## src/hw/conv_regs_pkg.sv

```systemverilog
// Package: offsets, field positions and reset values of the converter control
// and interrupt registers.
// Assumes a 16-bit register word and a 5-bit register address from the serial port.
package conv_regs_pkg;

    localparam int DATA_W = 16;
    localparam int ADDR_W = 5;

    ////////////////////////////////////////////////////////////////////////////
    // Register offsets
    localparam logic [ADDR_W-1:0] ADDR_SECOND_CHANNEL_CONVERTER_CONTROL = 5'h07;
    localparam logic [ADDR_W-1:0] ADDR_SECOND_AUX_CONVERTER_CONTROL = 5'h08;
    localparam logic [ADDR_W-1:0] ADDR_INTERRUPT_CONTROL_STATUS = 5'h09;

    ////////////////////////////////////////////////////////////////////////////
    // Second-channel converter control fields
    localparam int CONV_SLEEP_BIT = 15;
    localparam int CONV_POWER_DOWN_BIT = 14;
    localparam int CONV_GAIN_LSB = 0;
    localparam int GAIN_W = 10;
    localparam logic [DATA_W-1:0] CONV_WRITE_MASK = 16'hC3FF;
    localparam logic [DATA_W-1:0] CONV_RESET = 16'h0000;

    ////////////////////////////////////////////////////////////////////////////
    // Second auxiliary converter control fields
    localparam int AUX_SIGN_BIT = 15;
    localparam int AUX_SINK_BIT = 14;
    localparam int AUX_POWER_DOWN_BIT = 13;
    localparam int AUX_DATA_LSB = 0;
    localparam logic [DATA_W-1:0] AUX_WRITE_MASK = 16'hE3FF;
    localparam logic [DATA_W-1:0] AUX_RESET = 16'h0000;

    ////////////////////////////////////////////////////////////////////////////
    // Interrupt control and status fields
    localparam int IRQ_CLEAR_LOCK_BIT = 12;
    localparam int IRQ_SYNC_LOST_BIT = 11;
    localparam int IRQ_SYNC_LIVE_BIT = 10;
    localparam int IRQ_DATA_ERR_BIT = 7;
    localparam int IRQ_SYNC_ERR_BIT = 6;
    localparam int IRQ_DATA_TYPE_BIT = 5;
    localparam int IRQ_SYNC_TYPE_BIT = 4;
    localparam int IRQ_PLL_LOCK_BIT = 3;
    localparam int IRQ_DATA_EN_BIT = 1;
    localparam int IRQ_SYNC_EN_BIT = 0;
    localparam logic IRQ_EN_RESET = 1'b0;
    localparam logic CLEAR_LOCK_RESET = 1'b0;

endpackage

```

## src/hw/ctrl_word_reg.sv

```systemverilog
// Holds one writable control word; bits outside the write mask stay at reset.
// Assumes write strobe, address and data synchronous to clk.
`timescale 1ns/1ns
`default_nettype none

module ctrl_word_reg #(
    parameter int WIDTH = 16,
    parameter int AW = 5,
    parameter logic [AW-1:0] ADDR = '0,
    parameter logic [WIDTH-1:0] WRITE_MASK = '1,
    parameter logic [WIDTH-1:0] RESET_VALUE = '0
) (
    // Clock and reset
    input wire logic clk,
    input wire logic rstN,
    // Register write port
    input wire logic wrEn,
    input wire logic [AW-1:0] wrAddr,
    input wire logic [WIDTH-1:0] wrData,
    // Stored word
    output logic [WIDTH-1:0] value
);

    // Refuse widths the word logic cannot hold
    if (WIDTH < 1 || AW < 1) begin : gBadWidth
        $error("ctrl_word_reg: bad width");
    end

    typedef struct packed {
        logic [WIDTH-1:0] word;
    } state_t;

    state_t state;
    state_t next_state;

    always_comb begin
        next_state = state;
        if (wrEn && wrAddr == ADDR) begin
            // Reserved bits keep their reset value
            next_state.word = (wrData & WRITE_MASK) | (RESET_VALUE & ~WRITE_MASK);
        end
    end

    always_ff @(posedge clk or negedge rstN) begin
        if (!rstN) begin
            state <= '{word: RESET_VALUE};
        end else begin
            state <= next_state;
        end
    end

    assign value = state.word;

endmodule

`default_nettype wire

```

## src/hw/timing_err_flag.sv

```systemverilog
// Sticky timing error flag with its error type bit.
// Assumes one-cycle error pulses from a setup/hold checker.
`timescale 1ns/1ns
`default_nettype none

module timing_err_flag (
    // Clock and reset
    input wire logic clk,
    input wire logic rstN,
    // Checker side
    input wire logic enable,
    input wire logic errPulse,
    input wire logic errIsSetup,
    // Status
    output logic flag,
    output logic isSetup
);

    typedef struct packed {
        logic flag;
        logic isSetup;
    } state_t;

    state_t state;
    state_t next_state;

    always_comb begin
        next_state = state;
        if (!enable) begin
            // Masked errors neither set nor hold the flag
            next_state.flag = 1'b0;
        end else if (errPulse) begin
            next_state.flag = 1'b1;
            next_state.isSetup = errIsSetup;
        end
    end

    always_ff @(posedge clk or negedge rstN) begin
        if (!rstN) begin
            state <= '{flag: 1'b0, isSetup: 1'b0};
        end else begin
            state <= next_state;
        end
    end

    assign flag = state.flag;
    assign isSetup = state.isSetup;

endmodule

`default_nettype wire

```

## src/hw/dac_ctrl_irq_status_regs.sv

```systemverilog
// Second-channel converter control, second auxiliary converter control and the
// interrupt control/status register, with the active-low interrupt pin.
// Assumes the serial port controller presents decoded word accesses on clk.
//
// Functional notes
// - Sleep bit 15 set puts second-channel converter to low power; clear keeps active.
// - Power-down bit 14 set makes second-channel converter inactive; default active.
// - Ten-bit gain value in bits 9:0 drives second-channel converter gain.
// - Aux sign bit 15 picks polarity and active pin; 0 positive pin.
// - Aux direction bit 14: 0 sources current, 1 sinks current.
// - Aux power-down bit 13 set makes aux converter inactive; default active.
// - Ten-bit aux data in bits 9:0 drives aux converter gain adjust.
// - Interrupt bits 11:10 and 7:3 come from logic; writes ignored.
// - Interrupt request shown by driving the interrupt pin low.
// - Interrupt bits 1:0 are enables, writable and readable.
// - Writing 1 to bit 12 clears latched sync-lost; bit stays until rewritten.
// - Sync-lost bit sets on lost sync and holds until cleared.
// - Live sync bit reads high while synchronized.
// - Data timing error flag reads 1 after a data port violation.
// - Sync timing error flag reads 1 after a sync receiver violation.
// - Data error type: 0 hold, 1 setup; valid with data flag.
// - Sync error type: 0 hold, 1 setup; valid with sync flag.
// - PLL lock bit reads 1 while the clock multiplier is locked.
// - Data enable 0 masks data errors from flag and pin.
// - Sync enable 0 masks sync errors from flag and pin.
`timescale 1ns/1ns
`default_nettype none

module dac_ctrl_irq_status_regs (
    // Clock and reset
    input wire logic clk,
    input wire logic reset_n,
    // Serial port register access
    input wire logic regWrite,
    input wire logic regRead,
    input wire logic [conv_regs_pkg::ADDR_W-1:0] regAddr,
    input wire logic [conv_regs_pkg::DATA_W-1:0] regWriteData,
    output logic [conv_regs_pkg::DATA_W-1:0] regReadData,
    output logic regReadValid,
    // Status sources
    input wire logic syncLocked,
    input wire logic pllLocked,
    input wire logic dataErrPulse,
    input wire logic dataErrIsSetup,
    input wire logic syncErrPulse,
    input wire logic syncErrIsSetup,
    // Second-channel converter controls
    output logic convSleep,
    output logic convPowerDown,
    output logic [conv_regs_pkg::GAIN_W-1:0] convGain,
    // Second auxiliary converter controls
    output logic auxNegative,
    output logic auxPosPinActive,
    output logic auxNegPinActive,
    output logic auxSink,
    output logic auxPowerDown,
    output logic [conv_regs_pkg::GAIN_W-1:0] auxData,
    // Interrupt pin
    output logic irq_n
);

    ////////////////////////////////////////////////////////////////////////////
    // Elaboration checks

    // Control bits inside the register word
    if (conv_regs_pkg::CONV_SLEEP_BIT >= conv_regs_pkg::DATA_W) begin : gConvSleepPos
        $error("second-channel sleep bit outside the register word");
    end
    if (conv_regs_pkg::AUX_SIGN_BIT >= conv_regs_pkg::DATA_W) begin : gAuxSignPos
        $error("aux sign bit outside the register word");
    end
    if (conv_regs_pkg::IRQ_CLEAR_LOCK_BIT >= conv_regs_pkg::DATA_W) begin : gClearLockPos
        $error("clear-lock bit outside the register word");
    end

    // Value fields below the control bits
    if (conv_regs_pkg::CONV_GAIN_LSB + conv_regs_pkg::GAIN_W
            > conv_regs_pkg::CONV_POWER_DOWN_BIT) begin : gConvGainPos
        $error("second-channel gain field overlaps its control bits");
    end
    if (conv_regs_pkg::AUX_DATA_LSB + conv_regs_pkg::GAIN_W
            > conv_regs_pkg::AUX_POWER_DOWN_BIT) begin : gAuxDataPos
        $error("aux data field overlaps its control bits");
    end

    // Control bits writable through the masks
    if (!conv_regs_pkg::CONV_WRITE_MASK[conv_regs_pkg::CONV_SLEEP_BIT]) begin : gConvSleepWr
        $error("second-channel sleep bit not writable");
    end
    if (!conv_regs_pkg::CONV_WRITE_MASK[conv_regs_pkg::CONV_POWER_DOWN_BIT]) begin : gConvPdWr
        $error("second-channel power-down bit not writable");
    end
    if (!conv_regs_pkg::AUX_WRITE_MASK[conv_regs_pkg::AUX_SIGN_BIT]) begin : gAuxSignWr
        $error("aux sign bit not writable");
    end
    if (!conv_regs_pkg::AUX_WRITE_MASK[conv_regs_pkg::AUX_SINK_BIT]) begin : gAuxSinkWr
        $error("aux direction bit not writable");
    end
    if (!conv_regs_pkg::AUX_WRITE_MASK[conv_regs_pkg::AUX_POWER_DOWN_BIT]) begin : gAuxPdWr
        $error("aux power-down bit not writable");
    end

    // Reserved bits reset to zero
    if ((conv_regs_pkg::CONV_RESET & ~conv_regs_pkg::CONV_WRITE_MASK) != '0) begin : gConvRsv
        $error("second-channel reserved bits not zero at reset");
    end
    if ((conv_regs_pkg::AUX_RESET & ~conv_regs_pkg::AUX_WRITE_MASK) != '0) begin : gAuxRsv
        $error("aux reserved bits not zero at reset");
    end

    ////////////////////////////////////////////////////////////////////////////
    // Reset release

    logic [1:0] rstPipe;
    logic rstN;

    always_ff @(posedge clk or negedge reset_n) begin
        if (!reset_n) begin
            rstPipe <= 2'h0;
        end else begin
            rstPipe <= {rstPipe[0], 1'b1};
        end
    end

    assign rstN = rstPipe[1];

    ////////////////////////////////////////////////////////////////////////////
    // Control words

    logic [conv_regs_pkg::DATA_W-1:0] convWord;
    logic [conv_regs_pkg::DATA_W-1:0] auxWord;

    ctrl_word_reg #(
        .WIDTH(conv_regs_pkg::DATA_W),
        .AW(conv_regs_pkg::ADDR_W),
        .ADDR(conv_regs_pkg::ADDR_SECOND_CHANNEL_CONVERTER_CONTROL),
        .WRITE_MASK(conv_regs_pkg::CONV_WRITE_MASK),
        .RESET_VALUE(conv_regs_pkg::CONV_RESET)
    ) uConvReg (
        .clk(clk),
        .rstN(rstN),
        .wrEn(regWrite),
        .wrAddr(regAddr),
        .wrData(regWriteData),
        .value(convWord)
    );

    ctrl_word_reg #(
        .WIDTH(conv_regs_pkg::DATA_W),
        .AW(conv_regs_pkg::ADDR_W),
        .ADDR(conv_regs_pkg::ADDR_SECOND_AUX_CONVERTER_CONTROL),
        .WRITE_MASK(conv_regs_pkg::AUX_WRITE_MASK),
        .RESET_VALUE(conv_regs_pkg::AUX_RESET)
    ) uAuxReg (
        .clk(clk),
        .rstN(rstN),
        .wrEn(regWrite),
        .wrAddr(regAddr),
        .wrData(regWriteData),
        .value(auxWord)
    );

    assign convSleep = convWord[conv_regs_pkg::CONV_SLEEP_BIT];
    assign convPowerDown = convWord[conv_regs_pkg::CONV_POWER_DOWN_BIT];
    assign convGain = convWord[conv_regs_pkg::CONV_GAIN_LSB +: conv_regs_pkg::GAIN_W];
    assign auxNegative = auxWord[conv_regs_pkg::AUX_SIGN_BIT];
    assign auxSink = auxWord[conv_regs_pkg::AUX_SINK_BIT];
    assign auxPowerDown = auxWord[conv_regs_pkg::AUX_POWER_DOWN_BIT];
    assign auxData = auxWord[conv_regs_pkg::AUX_DATA_LSB +: conv_regs_pkg::GAIN_W];

    ////////////////////////////////////////////////////////////////////////////
    // Timing error flags

    typedef struct packed {
        logic dataEn;
        logic syncEn;
        logic clearLock;
        logic syncLost;
        logic syncPrev;
        logic syncLive;
        logic pllLock;
        logic irqN;
        logic posPin;
        logic negPin;
        logic [conv_regs_pkg::DATA_W-1:0] readData;
        logic readValid;
    } state_t;

    state_t state;
    state_t next_state;

    logic dataFlag;
    logic dataIsSetup;
    logic syncFlag;
    logic syncIsSetup;

    timing_err_flag uDataErr (
        .clk(clk),
        .rstN(rstN),
        .enable(state.dataEn),
        .errPulse(dataErrPulse),
        .errIsSetup(dataErrIsSetup),
        .flag(dataFlag),
        .isSetup(dataIsSetup)
    );

    timing_err_flag uSyncErr (
        .clk(clk),
        .rstN(rstN),
        .enable(state.syncEn),
        .errPulse(syncErrPulse),
        .errIsSetup(syncErrIsSetup),
        .flag(syncFlag),
        .isSetup(syncIsSetup)
    );

    ////////////////////////////////////////////////////////////////////////////
    // Interrupt register and read path

    logic [conv_regs_pkg::DATA_W-1:0] irqWord;

    always_comb begin
        irqWord = '0;
        irqWord[conv_regs_pkg::IRQ_CLEAR_LOCK_BIT] = state.clearLock;
        irqWord[conv_regs_pkg::IRQ_SYNC_LOST_BIT] = state.syncLost;
        irqWord[conv_regs_pkg::IRQ_SYNC_LIVE_BIT] = state.syncLive;
        irqWord[conv_regs_pkg::IRQ_DATA_ERR_BIT] = dataFlag;
        irqWord[conv_regs_pkg::IRQ_SYNC_ERR_BIT] = syncFlag;
        irqWord[conv_regs_pkg::IRQ_DATA_TYPE_BIT] = dataIsSetup;
        irqWord[conv_regs_pkg::IRQ_SYNC_TYPE_BIT] = syncIsSetup;
        irqWord[conv_regs_pkg::IRQ_PLL_LOCK_BIT] = state.pllLock;
        irqWord[conv_regs_pkg::IRQ_DATA_EN_BIT] = state.dataEn;
        irqWord[conv_regs_pkg::IRQ_SYNC_EN_BIT] = state.syncEn;
    end

    always_comb begin
        next_state = state;
        // Live status sampled from logic; software cannot write them
        next_state.syncLive = syncLocked;
        next_state.pllLock = pllLocked;
        next_state.syncPrev = syncLocked;
        if (regWrite && regAddr == conv_regs_pkg::ADDR_INTERRUPT_CONTROL_STATUS) begin
            next_state.dataEn = regWriteData[conv_regs_pkg::IRQ_DATA_EN_BIT];
            next_state.syncEn = regWriteData[conv_regs_pkg::IRQ_SYNC_EN_BIT];
            next_state.clearLock = regWriteData[conv_regs_pkg::IRQ_CLEAR_LOCK_BIT];
        end
        // Clear while control bit is 1, loss of sync wins
        if (state.clearLock) begin
            next_state.syncLost = 1'b0;
        end
        if (state.syncPrev && !syncLocked) begin
            next_state.syncLost = 1'b1;
        end
        // Pin low only for enabled, set flags
        next_state.irqN = !((dataFlag && state.dataEn) || (syncFlag && state.syncEn));
        next_state.posPin = !auxWord[conv_regs_pkg::AUX_SIGN_BIT];
        next_state.negPin = auxWord[conv_regs_pkg::AUX_SIGN_BIT];
        next_state.readValid = regRead;
        if (regRead) begin
            unique case (regAddr)
                conv_regs_pkg::ADDR_SECOND_CHANNEL_CONVERTER_CONTROL: begin
                    next_state.readData = convWord;
                end
                conv_regs_pkg::ADDR_SECOND_AUX_CONVERTER_CONTROL: begin
                    next_state.readData = auxWord;
                end
                conv_regs_pkg::ADDR_INTERRUPT_CONTROL_STATUS: begin
                    next_state.readData = irqWord;
                end
                default: begin
                    next_state.readData = '0;
                end
            endcase
        end
    end

    always_ff @(posedge clk or negedge rstN) begin
        if (!rstN) begin
            state <= '{
                dataEn: conv_regs_pkg::IRQ_EN_RESET,
                syncEn: conv_regs_pkg::IRQ_EN_RESET,
                clearLock: conv_regs_pkg::CLEAR_LOCK_RESET,
                syncLost: 1'b0,
                syncPrev: 1'b0,
                syncLive: 1'b0,
                pllLock: 1'b0,
                irqN: 1'b1,
                posPin: 1'b1,
                negPin: 1'b0,
                readData: '0,
                readValid: 1'b0
            };
        end else begin
            state <= next_state;
        end
    end

    assign irq_n = state.irqN;
    assign auxPosPinActive = state.posPin;
    assign auxNegPinActive = state.negPin;
    assign regReadData = state.readData;
    assign regReadValid = state.readValid;

endmodule

`default_nettype wire

```

## config.mk

```make
export PLATFORM = sky130hd
export DESIGN_NAME = dac_ctrl_irq_status_regs
export DESIGN_NICKNAME = d
export VERILOG_FILES = /design/src/hw/conv_regs_pkg.sv /design/src/hw/ctrl_word_reg.sv /design/src/hw/timing_err_flag.sv /design/src/hw/dac_ctrl_irq_status_regs.sv
export SDC_FILE = /design/constraint.sdc
export NUM_CORES = 1
export LEC_CHECK = 0
export BUFFER_PORTS_ARGS = -buffer_cell sky130_fd_sc_hd__clkbuf_2
export CELL_PAD_IN_SITES_DETAIL_PLACEMENT = 1
export CELL_PAD_IN_SITES_GLOBAL_PLACEMENT = 1
export CORE_MARGIN = 3
export CORE_UTILIZATION = 36
export CTS_CLUSTER_DIAMETER = 200
export DETAILED_ROUTE_END_ITERATION = 16
export GPL_TIMING_DRIVEN = 0
export PLACE_DENSITY_LB_ADDON = 0.25
export SETUP_SLACK_MARGIN = 0.1
export SKIP_CTS_REPAIR_TIMING = 1
export SYNTH_ARGS = -nofsm -noshare
export SYNTH_HDL_FRONTEND = slang
export SYNTH_SLANG_ARGS = --single-unit
```

## constraint.sdc

```tcl
create_clock -name clk -period 1.75 [get_ports clk]
set_clock_uncertainty 0.15 [all_clocks]
set_input_delay 0.175 -clock clk [delete_from_list [all_inputs] [get_ports clk]]
set_output_delay 0.175 -clock clk [all_outputs]
set_load 0.005 [all_outputs]
```

# ---- After elaboration in Yosys (flattened, before gate mapping)
# Cells that the tools add are included.
dict set report word_totals {
  ff_bits 57
  inputBits 31
  output_inout_bits 45
  wordCells 43
}
dict set report classes {
  eq_ne 5
  n_mux 7
  n_reduce_logical 13
}
# operator count
set ops {}
lappend ops {{$pmux W16 S3} 1}
lappend ops {{$eq A5 B4 Y1 const B} 2}
lappend ops {{$logic_and A1 B1 Y1} 6}
lappend ops {{$eq A5 B3 Y1 const B} 1}
lappend ops {{$mux W1} 4}
lappend ops {{$mux W2} 2}
lappend ops {{$ne A2 B2 Y1 const B} 2}
lappend ops {{$reduce_and A2 Y1} 2}
lappend ops {{$logic_not A1 Y1} 3}
lappend ops {{$reduce_bool A2 Y1} 1}
lappend ops {{$logic_or A1 B1 Y1} 1}

# ---- Logic depth before layout (Yosys ltp)
# Gate-level depths: netlist of run 1.
dict set report depth {
  ltp_word 3
  depth_mapped 5
  depth_no_buf 4
}

# ---- Hierarchy
# Synthesis of run 1 repeated with hierarchy kept, for this count alone.
dict set report hier_totals {
  hier_cells 191
  hier_area_um2 2623.8
}
# mod n_inst cells_each area_per_inst_um2 seq_area_each_um2
set by_module_without_submodules {}
lappend by_module_without_submodules {dac_ctrl_irq_status_regs 1 116 1350.0 703.2}
lappend by_module_without_submodules {{ctrl_word_reg (uAuxReg)} 1 33 573.0 325.3}
lappend by_module_without_submodules {{ctrl_word_reg (uConvReg)} 1 32 548.0 300.3}
lappend by_module_without_submodules {timing_err_flag 2 5 76.3 50.0}

# ---- Least setup slack after synthesis of run 1
# Ideal clock, no wire load.
dict set report synth_path {
  path_type {input-to-reg}
  from {in regAddr[3] (netlist bit)}
  to {reg uConvReg.state (netlist bit uConvReg.value[14])}
  arrival_time_ns 1.152
  setup_slack_ns 0.323
  cell_stages 5
  n_path_buf 1
  cell_sequence {nand4b_1 -> nor2_1 -> and2_2 -> buf_6 -> mux2_2}
}
dict set report synth_between {
  elab_chain_len 2
}
# item line_no
set synth_lines {}
lappend synth_lines {{start, declared} dac_ctrl_irq_status_regs.sv:36} ;# input wire logic [conv_regs_pkg::ADDR_W-1:0] regAddr,
lappend synth_lines {{$eq A5 B3 Y1} ctrl_word_reg.sv:38} ;# if (wrEn && wrAddr == ADDR) begin
lappend synth_lines {{$logic_and A1 B1 Y1} ctrl_word_reg.sv:38}
lappend synth_lines {{end signal, assigned} ctrl_word_reg.sv:46} ;# state <= '{word: RESET_VALUE};
lappend synth_lines {{end signal, assigned} ctrl_word_reg.sv:48} ;# state <= next_state;
lappend synth_lines {{end, declared} ctrl_word_reg.sv:33} ;# state_t state;
# Every way passes these cells.
# A chain may end at the register's enable or synchronous reset.

==> results of run 1 <==
[layer usage]
layer	vias to the layer above	global-route usage, %
met5	-	0
met4	0	6.80
met3	9	3.60
met2	50	25.9
met1	865	21.6
li1	817	-
[registers in the layout, indices dropped and copies added, names as in the netlist]
| name | flops |
|---|---|
| auxNegPinActive | 1 |
| uSyncErr.flag | 1 |
| rstPipe | 2 |
| regReadValid | 1 |
| regReadData | 16 |
| irqWord | 6 |
| uConvReg.value | 12 |
| uAuxReg.value | 13 |
| uDataErr.isSetup | 1 |
| irq_n | 1 |
| uDataErr.flag | 1 |
| uSyncErr.isSetup | 1 |
| auxPosPinActive | 1 |
[worst reg2reg max path: cells and delay by family, from the launching register on]
| family | cells | cell delay (ns) |
|---|---|---|
| DFF | 1 | 0.44 |
| AOI/OAI and AO/OA | 2 | 0.25 |
| muxes | 1 | 0.29 |
[where the power goes]
group	switching (mW)	internal, mW
combinational	0.180	0.331
clock	0.484	0.586
sequential	0.164	1.50
[area by class of cell]
| cell class | instances | area [um^2] |
|---|---|---|
| Tap cell | 75 | 93.8 |
| Inverter | 19 | 71.3 |
| Sequential cell | 57 | 1430 |
| Buffer | 8 | 51.3 |
| Timing Repair Buffer | 95 | 586 |
| Multi-Input combinational cell | 87 | 807 |
| Clock buffer | 15 | 166 |
| Fill cell | 665 | 2920 |
[placed cells by master, fill, tap and decap left out, drive strengths merged, types with 2 or more instances in the layout]
master | netlist | layout
o21ai | 2 | 2
nand3 | 2 | 2
inv | 19 | 19
nand2 | 6 | 6
o21a | 2 | 2
o22ai | 16 | 16
buf | 5 | 5
dlygate4sd3 | 0 | 22
a22oi | 13 | 13
dfstp | 2 | 2
mux2 | 37 | 37
dfrtp | 55 | 55
clkbuf | 3 | 91
nand3b | 2 | 2
[through the flow]
step	TNS [ns]	util (%)	hold WS (ns)	setup slack (ns)	cell area (um^2)
floorplan	0	-	-0.271	0.323	2360
global placement	0	46.0	-0.187	0.00356	2820
detailed placement	-0.0909	46.0	-0.187	-0.0182	2820
CTS	0	48.7	-0.549	0.224	2990
global route	0	52.3	0.0120	0.0894	3210
finish	0	52.3	0.0114	0.174	3210
[cell families after synthesis]
family | count (synthesis) | synth area share, %
AOI/OAI and AO/OA | 33 | 9.44
and+or+nand+nor | 16 | 4.88
muxes | 37 | 19.7
other | 1 | 0.159
DFF | 57 | 60.6
buffers and inverters | 27 | 5.20
[final timing paths]
check,start,endpoint,slack [ns],cells past startpoint
hold / removal,reset_n,rstPipe[1],0.01,2
setup reg to reg,irqWord[0],regReadData[0],0.49,3
hold reg to reg,rstPipe[0],rstPipe[1],0.20,0
max in group asynchronous,rstPipe[1],regReadValid,0.73,0
min in group clk,regWrite,irqWord[1],0.15,3
setup / recovery,regRead,regReadData[4],0.17,5
==> insert_results.sql, run 1 <==
INSERT INTO impl_metrics (metric_group, metric, value, unit) VALUES
('detailed_routing', 'number_of_vias_per_cell', '4.89', ''),
('grt', 'antenna_found_initial', '0', ''),
('sta', 'final_hold_viol_count', '0', ''),
('yosys', 'ys_top_cells_by_area', 'sky130_fd_sc_hd__dfrtp_1 (58%), sky130_fd_sc_hd__mux2_2 (11%), sky130_fd_sc_hd__mux2_4 (8.3%)', ''),
('placed_design', 'hpwlAfterDp', '4090', 'um'),
('worst_setup_path', 'cp.arrival', '1.61', 'ns'),
('sta', 'timing.slew.headroom', '51.9', '%'),
('worst_setup_path', 'cp-start-kind', 'input pin', ''),
('clocking', 'tritoncts', 'built', ''),
('power_and_ir_drop', 'power.total', '3.25', 'mW'),
('detailed_routing', 'dr_wl_met2', '2940', 'um'),
('yosys', 'yosysSeqAreaShare', '60.6', '%'),
('worst_hold_path', 'min_path_type', 'input pin to async pin', ''),
('floorplanning', 'start_util', '38.5', '%'),
('final_layout', 'insertedDiodeCount', '0', ''),
('floorplanning', 'die_x', '86.9', 'um'),
('final_layout', 'drive_gt1_share', '47.7', '%'),
('detailed_routing', 'wl_met3', '288', 'um'),
('floorplanning', 'io_pins', '76', ''),
('floorplanning', 'die-height', '86.9', 'um'),
('grt', 'groute.usage.overall', '16.3', '%'),
('yosys', 'netlist_instances', '171', ''),
('yosys', 'ys_ff_latch', '57', ''),
('grt', 'grt_pass1_wl', '9270', 'um'),
('worst_setup_path', 'path_buf_inv', '3', ''),
('yosys', 'syn-num-nets', '202', ''),
('clocking', 'worst_skew_pair.late_latency', '0.33', 'ns'),
('detailed_routing', 'route.vias.total', '1741', ''),
('floorplanning', 'core_region_area', '6130', 'um^2'),
('placed_design', 'dp_cells', '319', ''),
('floorplanning', 'design.die.area', '7560', 'um^2'),
('detailed_routing', 'number_of_remaining_drc_errors', '0', ''),
('worst_setup_path', 'critical_path.max_stage_delay', '0.53', 'ns'),
('yosys', 'synth.cell_area', '2360', 'um^2'),
('clocking', 'clock_tree.buffer_depth', '2', ''),
('worst_setup_path', 'critical_path_cell_by_cell', 'dlygate4sd3_1 -> clkbuf_2 -> nand3b_1 -> clkbuf_1 -> o22ai_1', ''),
('detailed_routing', 'final_antenna_net_count', '0', ''),
('clocking', 'htree_levels', '3', ''),
('power_and_ir_drop', 'ir_worst_vdd', '612', 'uV'),
('placed_design', 'io_buffer_count', '73', ''),
('worst_setup_path', 'timing.critical_path.slowest_stage_cell', 'sky130_fd_sc_hd__dlygate4sd3_1', ''),
('final_layout', 'area_delta_synth_final', '36.0', '%'),
('yosys', 'ys_types', '25', ''),
('worst_setup_path', 'critPathTopFamily', 'buffers and inverters', ''),
('detailed_routing', 'met1_length', '2720', 'um'),
('detailed_routing', 'totalWireLength', '6060', 'um'),
('grt', 'vias_in_the_first_global_route', '1803', ''),
('run_status', 'status', 'finished, final reports clean', ''),
('yosys', 'post_synthesis_area_per_instance', '13.8', 'um^2'),
('final_layout', 'layout.nets', '308', ''),
('power_and_ir_drop', 'power.density', '1010', 'nW/um^2'),
('sta', 'worst_pin_slew', '0.721', 'ns'),
('yosys', 'synthesis.yosys.warnings', '0', ''),
('clocking', 'clkTransAtPathRegs', '0.06', 'ns'),
('power_and_ir_drop', 'p_leak', '1.58', 'nW'),
('sta', 'fmax', '0.635', 'GHz'),
('detailed_routing', 'initialDrtViolationCount', '62', ''),
('sta', 'rsz0062_at_grt', 'false', ''),
('yosys', 'area_share_of_the_largest_cell_type_after_synthesis', '58.4', '%'),
('worst_setup_path', 'cp_max_fo', '10', ''),
('grt', 'pin_count_of_the_biggest_net_entering_global_routing', '56', ''),
('worst_setup_path', 'crit_path_end_kind', 'flop', ''),
('worst_setup_path', 'path_class', 'input pin to flop', ''),
('grt', 'grt-ovfl-total', '0', ''),
('clocking', 'number_of_sinks_on_the_clock_net', '57', ''),
('worst_setup_path', 'timing.critical_path.required', '1.78', 'ns'),
('yosys', 'most_instantiated_cells_after_synthesis', 'sky130_fd_sc_hd__dfrtp_1 (55), sky130_fd_sc_hd__mux2_2 (24), sky130_fd_sc_hd__inv_1 (19)', ''),
('yosys', 'synthMostInstantiatedCell', 'sky130_fd_sc_hd__dfrtp_1', ''),
('run', 'cap_viol_max_count', '0', ''),
('detailed_routing', 'avgRoutedWirePerCell', '17.0', 'um'),
('clocking', 'cts_root_buffer', 'sky130_fd_sc_hd__clkbuf_8', '');
No activity file was read; power rests on OpenSTA's default activity.
==> run 2: changes to the inputs <==
PLACE_DENSITY = 0.81   (was unset)
PLACE_DENSITY_LB_ADDON = unset   (was 0.25)
==> run 2 against run 1 <==
Die area did not move; sequential cell count did not move; final area shrank 0.43%; register-to-register slack lost 0.15 ns; clock power shrank 6%; via count is 2.4% higher; sequential power about the same.
==> insert_results.sql, run 2 (synthesized netlist as in run 1, its figures left out) <==
INSERT INTO impl_metrics (metric_group, metric, value, unit) VALUES
('run_status', 'status', 'finished, final reports clean', ''),
('final_layout', 'n_fill_cell', '669', ''),
('worst_setup_path', 'reg2reg_from', 'rstPipe[1]', ''),
('detailed_routing', 'initialDrtViolationCount', '64', ''),
('floorplanning', 'num_rows', '28', ''),
('final_layout', 'insertedDiodeCount', '0', ''),
('sta', 'worst_pin_slew', '1.19', 'ns'),
('grt', 'vias_in_the_first_global_route', '1854', ''),
('worst_setup_path', 'worst-r2r-cell-count', '0', ''),
('worst_setup_path', 'setup.reg_to_reg.worst_slack', '0.34', 'ns'),
('worst_setup_path', 'crit_path_end_kind', 'flop', ''),
('clocking', 'tritoncts', 'built', ''),
('detailed_routing', 'final_antenna_net_count', '0', ''),
('clocking', 'cts_root_buffer', 'sky130_fd_sc_hd__clkbuf_8', ''),
('final_layout', 'post-route-cell-area', '3190', 'um^2'),
('placed_design', 'routabilityCongestion', '0.751', ''),
('worst_setup_path', 'cp_max_fo', '10', ''),
('sta', 'fin_setup_tns', '0', 'ns'),
('clocking', 'htree_levels', '3', ''),
('clocking', 'numCtsBuffers', '9', ''),
('grt', 'grt_pass1_wl', '9840', 'um'),
('floorplanning', 'die_x', '86.9', 'um'),
('sta', 'final.period_utilization', '81.5', '%'),
('power_and_ir_drop', 'p_leak', '1.58', 'nW'),
('power_and_ir_drop', 'power.density', '1000', 'nW/um^2'),
('detailed_routing', 'number_of_vias_per_cell', '4.99', ''),
('clocking', 'number_of_sinks_on_the_clock_net', '57', ''),
('floorplanning', 'design.die.area', '7560', 'um^2'),
('final_layout', 'mostFrequentLayoutCell', 'sky130_fd_sc_hd__clkbuf_2', ''),
('placed_design', 'placedInstanceArea', '2820', 'um^2'),
('detailed_routing', 'route.vias.total', '1782', ''),
('final_layout', 'area_delta_synth_final', '35.4', '%'),
('grt', 'grt-ovfl-total', '0', ''),
('worst_setup_path', 'cp-start-kind', 'input pin', ''),
('sta', 'rsz0062_at_grt', 'false', ''),
('final_layout', 'mostFrequentLayoutCells', 'sky130_fd_sc_hd__clkbuf_2 (73), sky130_fd_sc_hd__dfrtp_1 (54), sky130_fd_sc_hd__mux2_2 (24), sky130_fd_sc_hd__dlygate4sd3_1 (22), sky130_fd_sc_hd__inv_1 (19)', ''),
('clocking', 'worst_skew_pair.late_latency', '0.32', 'ns'),
('worst_hold_path', 'min_path_type', 'input pin to async pin', ''),
('sta', 'timing.hold.ws', '0.0116', 'ns'),
('power_and_ir_drop', 'power.total', '3.19', 'mW'),
('placed_design', 'hpwlAfterDp', '4390', 'um'),
('floorplanning', 'core_region_area', '6130', 'um^2'),
('detailed_routing', 'totalWireLength', '6290', 'um'),
('sta', 'final_hold_viol_count', '0', ''),
('placed_design', 'io_buffer_count', '73', ''),
('detailed_routing', 'first_pass_iteration_count_of_the_detailed_router', '4', ''),
('grt', 'pin_count_of_the_biggest_net_entering_global_routing', '56', ''),
('clocking', 'clkTransAtPathRegs', '0.06', 'ns'),
('sta', 'finalSetupViolations', '0', ''),
('grt', 'antenna_found_initial', '0', ''),
('worst_setup_path', 'timing.critical_path.required', '1.80', 'ns'),
('sta', 'finalMaxSlewViolations', '0', ''),
('clocking', 'clock_tree.buffer_depth', '2', ''),
('final_layout', 'layout.nets', '308', ''),
('sta', 'timing.slew.headroom', '20.5', '%'),
('sta', 'fmax', '0.701', 'GHz'),
('detailed_routing', 'number_of_remaining_drc_errors', '0', ''),
('grt', 'groute.usage.overall', '17.7', '%'),
('floorplanning', 'start_util', '38.5', '%'),
('worst_setup_path', 'crit-reg2reg-capture', 'uAuxReg.value[15]', ''),
('detailed_routing', 'avgRoutedWirePerCell', '17.6', 'um'),
('run', 'cap_viol_max_count', '0', ''),
('floorplanning', 'io_pins', '76', ''),
('final_layout', 'largest_register_ffs', '16', ''),
('sta', 'period_minus_slack', '1.43', 'ns'),
('final_layout', 'drive_gt1_share', '48.2', '%'),
('worst_setup_path', 'cp.arrival', '1.48', 'ns'),
('power_and_ir_drop', 'ir_worst_vdd', '528', 'uV'),
('worst_setup_path', 'path_class', 'input pin to flop', ''),
('floorplanning', 'die-height', '86.9', 'um');
## run 2: cell count changes in the layout (fill, tap and decap cells not counted), sizes merged
| cell | change |
|---|---|
| clkinv | +4 |
| clkbuf | -3 |
## run 2: layer usage
layer  vias to the layer above  GRT usage, %  share of wire [%]
li1                        817             -                  -
met3                         5          5.01                4.6
met1                       910          22.1                 43
met4                         0          7.22               0.76
met5                         -             0                  0
met2                        50          29.0                 51
## run 2: how the worst max path moves through the flow
stage                     from                  to  cells after the start
detailed placement  regAddr[3]   uConvReg.value[5]                      6
CTS                 rstPipe[1]      regReadData[6]                      0
global route        rstPipe[1]   uAuxReg.value[15]                      0
finish              regAddr[3]   uConvReg.value[5]                      6
floorplan           regAddr[3]  uConvReg.value[14]                      5
global placement    regAddr[3]   uConvReg.value[7]                      6
## run 2: power breakdown
part	switching (mW)	internal (mW)	total (mW)
clock network	0.504	0.505	1.01
logic	0.181	0.331	0.512
registers	0.170	1.50	1.67
## run 2: layout make-up
cell class | count | area [um^2] | area share (%)
Inverter | 19 | 71.3 | 2.23
Clock buffer | 12 | 135 | 4.23
Sequential cell | 57 | 1430 | 44.8
Multi-Input combinational cell | 87 | 807 | 25.3
Buffer | 8 | 51.3 | 1.61
Clock inverter | 4 | 20.0 | 0.627
Timing Repair Buffer | 95 | 586 | 18.3
Tap cell | 75 | 93.8 | 2.94
## run 2: worst max-delay path: stages
cell and delay (ns):
sky130_fd_sc_hd__clkbuf_2 0.10, sky130_fd_sc_hd__nand4b_1 0.19, sky130_fd_sc_hd__nor2_1 0.23, sky130_fd_sc_hd__and2_2 0.24
sky130_fd_sc_hd__buf_6 0.18, sky130_fd_sc_hd__mux2_2 0.35
## run 2: stage by stage
step	worst slack (ns)	cells	util, %
floorplan	0.323	171	-
global placement	0.0292	319	46.0
detailed placement	-0.0181	319	46.0
CTS	0.256	335	48.5
global route	0.119	357	52.1
finish	0.324	357	52.1
